<file path="src/core/tpg_pkg.sv">
// Package for the transmit test-pattern generator: modes, symbol coding, timing counts.
// Assumes one symbol clock shared by the normal transmit path and this block.
package tpg_pkg;

    // Test-mode setting codes
    typedef enum logic [2:0] {
        TPG_MODE_NORMAL = 3'h0,
        TPG_MODE_DROOP = 3'h1,
        TPG_MODE_MJIT = 3'h2,
        TPG_MODE_SJIT = 3'h3,
        TPG_MODE_DIST = 3'h4,
        TPG_MODE_PSD = 3'h5
    } tpg_mode_t;

    localparam logic [2:0] TPG_MODE_RST = 3'h0;

    // Ternary symbol in two's complement: +1, 0, -1
    localparam logic [1:0] TPG_SYM_POS = 2'h1;
    localparam logic [1:0] TPG_SYM_ZERO = 2'h0;
    localparam logic [1:0] TPG_SYM_NEG = 2'h3;

    // Symbol clock period in ps (66 2/3 MHz)
    localparam int TPG_SYM_PERIOD_PS = 15000;
    // Least droop run time in ns, and run length rounded up to symbols plus one
    localparam int TPG_DROOP_MIN_NS = 500;
    localparam int TPG_DROOP_RUN =
        (TPG_DROOP_MIN_NS * 1000 + TPG_SYM_PERIOD_PS - 1) / TPG_SYM_PERIOD_PS + 1;

    // Distortion scrambler: 11 stages, taps 11 and 9, seed all ones
    localparam int TPG_SCR_LEN = 11;
    localparam logic [10:0] TPG_SCR_SEED = 11'h7FF;
    localparam int TPG_SCR_TAP_A = 10;
    localparam int TPG_SCR_TAP_B = 8;

    // Symbol with its valid strobe
    typedef struct packed {
        logic valid;
        logic [1:0] sym;
    } tpg_sym_t;

endpackage : tpg_pkg

</file>
<file path="src/core/tpg_lfsr.sv">
// Reference distortion scrambler of period 2047, advanced one bit per enable.
// Assumes the owner holds restart outside the distortion mode.
`timescale 1ns/1ps
module tpg_lfsr
    import tpg_pkg::*;
(
    // Clock and reset
    input wire logic clk,
    input wire logic sys_rst,
    // Control
    input wire logic restart,
    input wire logic step,
    // State
    output logic [TPG_SCR_LEN-1:0] state
);

    logic new_bit;

    assign new_bit = state[TPG_SCR_TAP_A] ^ state[TPG_SCR_TAP_B];

    always_ff @(posedge clk) begin
        if (sys_rst || restart) begin
            state <= TPG_SCR_SEED;
        end else if (step) begin
            state <= {state[TPG_SCR_LEN-2:0], new_bit};
        end
    end

endmodule : tpg_lfsr

</file>
<file path="src/core/tpg_top.sv">
// Transmit test-pattern selector: replaces normal ternary symbols with test patterns.
// Assumes clk is the transmit symbol clock (recovered clock in slave timing) and that
// the management setting and normal symbols come from logic on the same clock.
`timescale 1ns/1ps
// Function
// - A 3-bit setting selects normal, droop, master jitter, slave jitter, distortion or PSD.
// - Codes 110 and 111 are reserved and management must not program them.
// - Test modes change only the data symbols, never symbol timing or other behaviour; PSD mode also forces full_power high.
// - Droop mode sends N plus-one symbols then N minus-one symbols.
// - N symbol periods last longer than 500 ns.
// - Master jitter mode sends alternating plus-one and minus-one on the local clock.
// - Slave jitter mode, implemented here, sends the alternating pattern repeatedly.
// - Slave jitter symbols are timed from the slave-timing symbol clock.
// - Distortion mode emits one symbol every 15 ns from the symbol clock.
// - Distortion bit pairs map 00 to 0, 01 to +1, 10 to 0 and 11 to -1.
// - PSD mode sends the normal side-stream scrambled symbol stream at full power.
// - The symbol clock that times transmitted symbols is brought out.
// - A control enables the symbol-clock output, which is off by default.
// - The distortion pattern comes from an 11-stage all-ones-seeded scrambler, taps 11 and 9.
module tpg_top
    import tpg_pkg::*;
#(
    parameter int DROOP_RUN = TPG_DROOP_RUN
) (
    // Clock and reset
    input wire logic clk,
    input wire logic sys_rst,
    // Management
    input wire logic [2:0] test_mode_set,
    input wire logic test_mode_wr,
    input wire logic tx_clk_out_en,
    // Normal transmit path
    input wire tpg_sym_t normal_sym,
    input wire logic full_power_in,
    // To transmitter front end
    output tpg_sym_t tx_sym,
    output logic full_power,
    output logic tx_symbol_clock_out_en,
    // Status
    output logic [2:0] test_mode_rd
);

    localparam int RUN_W = $clog2(DROOP_RUN + 1);

    logic [2:0] mode_reg;
    logic [RUN_W-1:0] run_cnt_reg;
    logic droop_neg_reg;
    logic alt_reg;
    logic [TPG_SCR_LEN-1:0] scr_state;
    logic mode_change;
    logic pattern_high_bit;
    logic pattern_low_bit;
    tpg_sym_t sym_next;

    // Map a distortion bit pair to a ternary symbol
    function automatic logic [1:0] dist_map(input logic hi, input logic lo);
        case ({hi, lo})
            2'h1: dist_map = TPG_SYM_POS;
            2'h3: dist_map = TPG_SYM_NEG;
            default: dist_map = TPG_SYM_ZERO;
        endcase
    endfunction : dist_map

    assign mode_change = test_mode_wr && (test_mode_set != mode_reg);

    always_ff @(posedge clk) begin
        if (sys_rst) begin
            mode_reg <= TPG_MODE_RST;
        end else if (test_mode_wr) begin
            mode_reg <= test_mode_set;
        end
    end

    // Droop run counter, restarted on any mode change
    always_ff @(posedge clk) begin
        if (sys_rst || mode_change || mode_reg != TPG_MODE_DROOP) begin
            run_cnt_reg <= '0;
            droop_neg_reg <= 1'b0;
        end else if (run_cnt_reg == RUN_W'(DROOP_RUN - 1)) begin
            run_cnt_reg <= '0;
            droop_neg_reg <= ~droop_neg_reg;
        end else begin
            run_cnt_reg <= run_cnt_reg + RUN_W'(1);
        end
    end

    // Alternating phase for both jitter modes
    always_ff @(posedge clk) begin
        if (sys_rst || mode_change) begin
            alt_reg <= 1'b0;
        end else begin
            alt_reg <= ~alt_reg;
        end
    end

    tpg_lfsr u_lfsr (
        .clk(clk),
        .sys_rst(sys_rst),
        .restart(mode_change || mode_reg != TPG_MODE_DIST),
        .step(1'b1),
        .state(scr_state)
    );

    // Pair the current bit with the bits 1 and 4 back, as the reference pattern does
    assign pattern_low_bit = scr_state[0];
    assign pattern_high_bit = scr_state[0] & (scr_state[1] ^ scr_state[4]);

    always_comb begin
        sym_next = normal_sym;
        case (mode_reg)
            TPG_MODE_DROOP: begin
                sym_next.valid = 1'b1;
                sym_next.sym = droop_neg_reg ? TPG_SYM_NEG : TPG_SYM_POS;
            end
            TPG_MODE_MJIT, TPG_MODE_SJIT: begin
                sym_next.valid = 1'b1;
                sym_next.sym = alt_reg ? TPG_SYM_NEG : TPG_SYM_POS;
            end
            TPG_MODE_DIST: begin
                sym_next.valid = 1'b1;
                sym_next.sym = dist_map(pattern_high_bit, pattern_low_bit);
            end
            TPG_MODE_PSD: sym_next = normal_sym;
            default: sym_next = normal_sym;
        endcase
    end

    // Symbols go out one per clock, same pipeline depth in every mode
    always_ff @(posedge clk) begin
        if (sys_rst) begin
            tx_sym <= '0;
            full_power <= 1'b0;
        end else begin
            tx_sym <= sym_next;
            full_power <= full_power_in || (mode_reg == TPG_MODE_PSD);
        end
    end

    always_ff @(posedge clk) begin
        if (sys_rst) begin
            tx_symbol_clock_out_en <= 1'b0;
        end else begin
            tx_symbol_clock_out_en <= tx_clk_out_en;
        end
    end

    always_ff @(posedge clk) begin
        if (sys_rst) begin
            test_mode_rd <= TPG_MODE_RST;
        end else begin
            test_mode_rd <= test_mode_wr ? test_mode_set : mode_reg;
        end
    end

endmodule : tpg_top

</file>
<file path="config.mk">
export PLATFORM = sky130hd
export DESIGN_NAME = tpg_top
export DESIGN_NICKNAME = d
export VERILOG_FILES = /design/src/core/tpg_pkg.sv /design/src/core/tpg_lfsr.sv /design/src/core/tpg_top.sv
export SDC_FILE = /design/constraint.sdc
export NUM_CORES = 1
export LEC_CHECK = 0
export BUFFER_PORTS_ARGS = -buffer_cell sky130_fd_sc_hd__buf_2
export CAP_MARGIN = 20
export CORE_MARGIN = 1
export CORE_UTILIZATION = 48
export CTS_CLUSTER_SIZE = 20
export DETAILED_ROUTE_END_ITERATION = 8
export GPL_ROUTABILITY_DRIVEN = 1
export HOLD_SLACK_MARGIN = 0.05
export PLACE_DENSITY_LB_ADDON = 0.25
export RECOVER_POWER = 25
export SLEW_MARGIN = 15
export SYNTH_ARGS = -nofsm -noshare
export SYNTH_HDL_FRONTEND = slang
export SYNTH_HIERARCHICAL = 1
export SYNTH_SLANG_ARGS = --single-unit
</file>
<file path="constraint.sdc">
create_clock -name clk -period 1.55 [get_ports clk]
set_input_delay 0.31 -clock clk [delete_from_list [all_inputs] [get_ports clk]]
set_output_delay 0.31 -clock clk [all_outputs]
set_load 0.02 [all_outputs]
</file>
# Yosys cells after proc, flatten, opt, wreduce, memory -nomap -nowiden
# Index checks and enable logic that the tools add are counted.
# totals
in_bits,11
ff_bits,27
elab_cells,38
output_inout_bits,8
# op_classes
n_reduce_logical,8
mux,4
n_eq_ne,11
addsub,1
n_bitwise,5
# ops
op,count
$pmux 3 s3,1
$add 6x1->6 const B,1
$eq 3x2->1 const B,2
$eq 3x3->1 const B,2
$eq 6x6->1 const B,1
$logic_or 1x1->1,5
$mux 2,2
$pmux 2 s2,1
$reduce_or 2->1,2
$eq 3x1->1 const B,1
$ne 3x1->1 const B,1
$ne 3x3->1,1
$ne 3x3->1 const B,1
$eq 2x1->1 const B,1
$eq 2x2->1 const B,1
$not 1->1,2
$xor 1x1->1,2
$and 1x1->1,1
$logic_and 1x1->1,1

# Longest topological paths before layout
# logic_depth
word_depth,5
ltp_mapped,8
ltp_nobuf,5

# Hierarchy
# The synthesis kept the hierarchy.
# modules_own_cells
module,cells_per_inst,area_per_inst_um2,seq_area_each_um2,n_inst
tpg_top,75,773.2,320.3,1
tpg_lfsr,37,399.1,220.2,1

# Worst setup path after synthesis
# No wires, ideal clock.
# synth_timing
kind,reg-to-reg
start,"register, netlist name test_mode_rd[0]"
end,register u_lfsr.state[10]
setup_time_ns,0.119
path_buffers,3
slack_ns,-0.226
arrival_ns,1.657
stages_incl_launch_ff,9
cell_sequence,dfxtp_1 > clkbuf_2 > xor2_1 > o31a_1 > buf_6 > nand3b_1 > nor2_1 > buf_2 > nand2_1
# synth_lines
element,line,source
to (signal assigned),tpg_lfsr.sv:25,"state <= {state[TPG_SCR_LEN-2:0], new_bit};"
to (decl),tpg_lfsr.sv:14,output logic [TPG_SCR_LEN-1:0] state

==> results.txt <==
- Count of standard-cell rows: 17
* Area enclosed by the die boundary: 2640 um^2
* Number of buffers on the longest clock path: 2
- EDFF count, synth: 0
* Via count: 845
* Count of unresolved DRC violations after routing: 0
- Worst endpoint required time: 1.77 ns
- Of the post-synthesis cell area, the dominant cell type holds 46.1%.
- The Yosys step of the flow raised 6 warnings.
- Die span in x: 51.4 um
- In this run the number of H-tree levels came out at 1.
- Share of synthesized area occupied by flip-flops and latches: 46.1%
- Cell class contributing the biggest share of worst-path delay: simple AND/OR/NAND/NOR gates
- Summed over all cells, the static leakage comes to 0.585 nW.
- Share of cells above drive strength 1: 33.6%
* Post-route clock skew: 0.0235 ns
- The total overflow left after global routing is 0.
* Number of antenna repair diodes: 0
- Post-DP Area: 1290 um^2
* DRT antenna net count: 0
* Total power divided by cell area: 851 nW/um^2
- # nets final: 154
* Sum Neg Setup Slack: -0.0100 ns
- The flow ran to the end, but the final reports show violations.
- Post-synthesis cell type with the largest combined area: sky130_fd_sc_hd__dfxtp_1
- On the worst path, the slowest cell contributes a delay of 0.39 ns.
- The initial utilization of the core area, before any placement, comes to 52.0%.
- TritonCTS built the clock tree.
- In the routed layout, each cell is associated on average with a via count of 5.03.
- IO Pins: 19
* Final hold violation count: 0
- Entering global routing, the biggest net connects 17 pins.
- Ranked by total cell area, the synthesized netlist is headed by sky130_fd_sc_hd__dfxtp_1, sky130_fd_sc_hd__mux2i_1, sky130_fd_sc_hd__xor2_1.
- Walking the worst path, the cells encountered are xor2_1 > o31a_1 > nand3b_1 > nor2_4 > buf_6 > nand2_1.
- Max-slew violation count: 0
- Number of detailed-routing iterations run before antenna repair: 4
* Worst VDD drop: 516 uV
* DRT Wirelength: 1990 um
- Overall fraction of global-route tracks in use: 15.9%
* Data arrival at the endpoint of the critical path: 1.78 ns
* Post-synth ARST share: 0%
* Clk Latency, worst-skew pair: 0.33 ns
- Crit. End Element: flip-flop
- In the synthesized netlist, the cells that appear most often are sky130_fd_sc_hd__dfxtp_1, sky130_fd_sc_hd__mux2i_1, sky130_fd_sc_hd__nand2_1.
* TritonCTS Sinks: 27
* Setup Crit Path Kind: reg2reg
- Final GP Congestion: 0.728
- Count of buffer and inverter cells on the critical path: 1
- After synthesis the cells add up to 1170 um^2.
- In this run the worst hold path is classified as in2reg.
- Once layout is done, the placed cells without fillers occupy 1390 um^2.
* Area overhead of the layout relative to synthesis: 18.7%
- Number of max-cap violations: 0
- Once routing completed, OpenROAD measured the worst setup slack at -0.00697 ns.
* Core box area: 2250 um^2
- Post-Synthesis Mean Instance Area: 10.5 um^2
* Max reg flops: 11
- Type of element launching the critical path: flip-flop
* Wire length of the first global-routing pass: 3060 um
* Most numerous cell in the Yosys netlist: sky130_fd_sc_hd__dfxtp_1
* Clock slew seen by the registers of the worst setup and hold paths: 0.16 ns
* Hold buffers post-CTS: 0
- In this run, synthesis produced a sequential element count of 27.
- Based on the critical path, the design can be clocked at up to 642 MHz.
* Violated checks: setup timing
- Total clock buffers created by CTS: 3
* Critical-path maximum fanout: 5
* Final critical path time including I/O delays and setup: 1.56 ns
* Final setup violation count: 3
- Buffers placed on the I/O ports in this run total 18.
- The final critical path takes up 100% of the cycle.
* Most used flip-flop cell after synthesis: sky130_fd_sc_hd__dfxtp_1
- CTS placed an instance of sky130_fd_sc_hd__clkbuf_4 at the clock tree root.
- Cell with the largest stage delay on the worst path: sky130_fd_sc_hd__dfxtp_4
* Vertical extent of the die: 51.4 um
* DP HPWL: 1430 um
- Iteration-0 DRC count of the detailed router: 19
- WL per Instance: 11.9 um
- Number of global-route vias before repair: 734
* Count of mapped cells out of synthesis: 112
- The number of antenna violations at the first check in global routing is 0.
- Worst slack after detailed placement: -0.0120 ns
- Number of distinct library cells after synthesis: 32
- Unrepaired setup endpoints after global routing: true
==> placed cells by master (no fill, tap or decap), drive strengths merged, types with 2 or more instances in the layout <==
| cell type | n |
|---|---|
| inv | 4 |
| xnor2 | 3 |
| nor3 | 6 |
| xor2 | 6 |
| dfxtp | 27 |
| clkbuf | 3 |
| mux2i | 15 |
| buf | 28 |
| a211oi | 3 |
| or3 | 2 |
| nor2 | 7 |
| ha | 2 |
| nand2 | 11 |
| conb | 3 |
| nand3 | 3 |
| o21ai | 2 |
| a31oi | 2 |
==> worst min-delay path: stages <==
cell                      delay (ns)
sky130_fd_sc_hd__buf_2          0.08
sky130_fd_sc_hd__a31oi_1        0.03
sky130_fd_sc_hd__nor2_1         0.06
==> repair_timing <==
| action | CTS | global route |
|---|---|---|
| pin swaps | 0 | 5 |
| buffers inserted | 0 | 5 |
| gates cloned | 0 | 1 |
| resized for setup | 0 | 11 |
| endpoints found under the setup margin | 1 | 11 |
==> worst paths after layout <==
kind | startpoint | end | slack [ns] | cells after the start
max | test_mode_rd[0]$_SDFFE_PP0P_ | u_lfsr/state[7]$_SDFFE_PP1P_ | -0.007 | 6
min | full_power_in | full_power$_SDFF_PP0_ | 0.18 | 3
max reg2reg | test_mode_rd[0]$_SDFFE_PP0P_ | u_lfsr/state[7]$_SDFFE_PP1P_ | -0.007 | 6
min reg2reg | alt_reg$_SDFF_PP0_ | alt_reg$_SDFF_PP0_ | 0.43 | 1
==> through the flow <==
step	instances	hold slack, ns	util (%)	total power [W]
2_1_floorplan	114	0.399	-	0.000841
3_3_place_gp	158	0.415	57.2	0.000873
3_5_place_dp	158	0.415	57.2	0.000876
4_1_cts	162	0.169	58.5	0.00118
5_1_grt	168	0.185	61.7	0.00123
6_report	168	0.178	61.7	0.00118
==> power by group <==
part	switching, W	internal (W)
sequential	0.00000956	0.000710
clock	0.000212	0.0000987
combinational	0.0000831	0.0000706
total	0.000304	0.000879
==> layout make-up <==
| cell class | instances | area [um^2] |
|---|---|---|
| flip-flops and latches | 27 | 552 |
| multi-input cells | 77 | 587 |
| clock buffers | 3 | 22.5 |
| repair buffers | 28 | 173 |
| inverters | 4 | 15.0 |
| well taps | 28 | 35.0 |
| clock inverters | 1 | 7.51 |
| fillers | 196 | 863 |
==> metal layers <==
metal | track usage, % | wire (um)
met1 | 18.5 | 947
met2 | 26.2 | 953
met3 | 3.87 | 75
met4 | 9.46 | 17
met5 | 0 | 0
==> cells by family (layout without fill, tap and decap cells) <==
kind of cell | after synthesis | after routing | synth area share (%)
flops | 27 | 27 | 46.1
fa+ha+maj | 2 | 2 | 2.13
buf+inv | 10 | 36 | 5.98
mux | 16 | 16 | 13.8
compound gates | 13 | 13 | 9.18
other cells | 1 | 3 | 0.320
simple gates | 34 | 34 | 15.8
xor+xnor | 9 | 9 | 6.72
No activity file was read; power rests on OpenSTA's default activity.
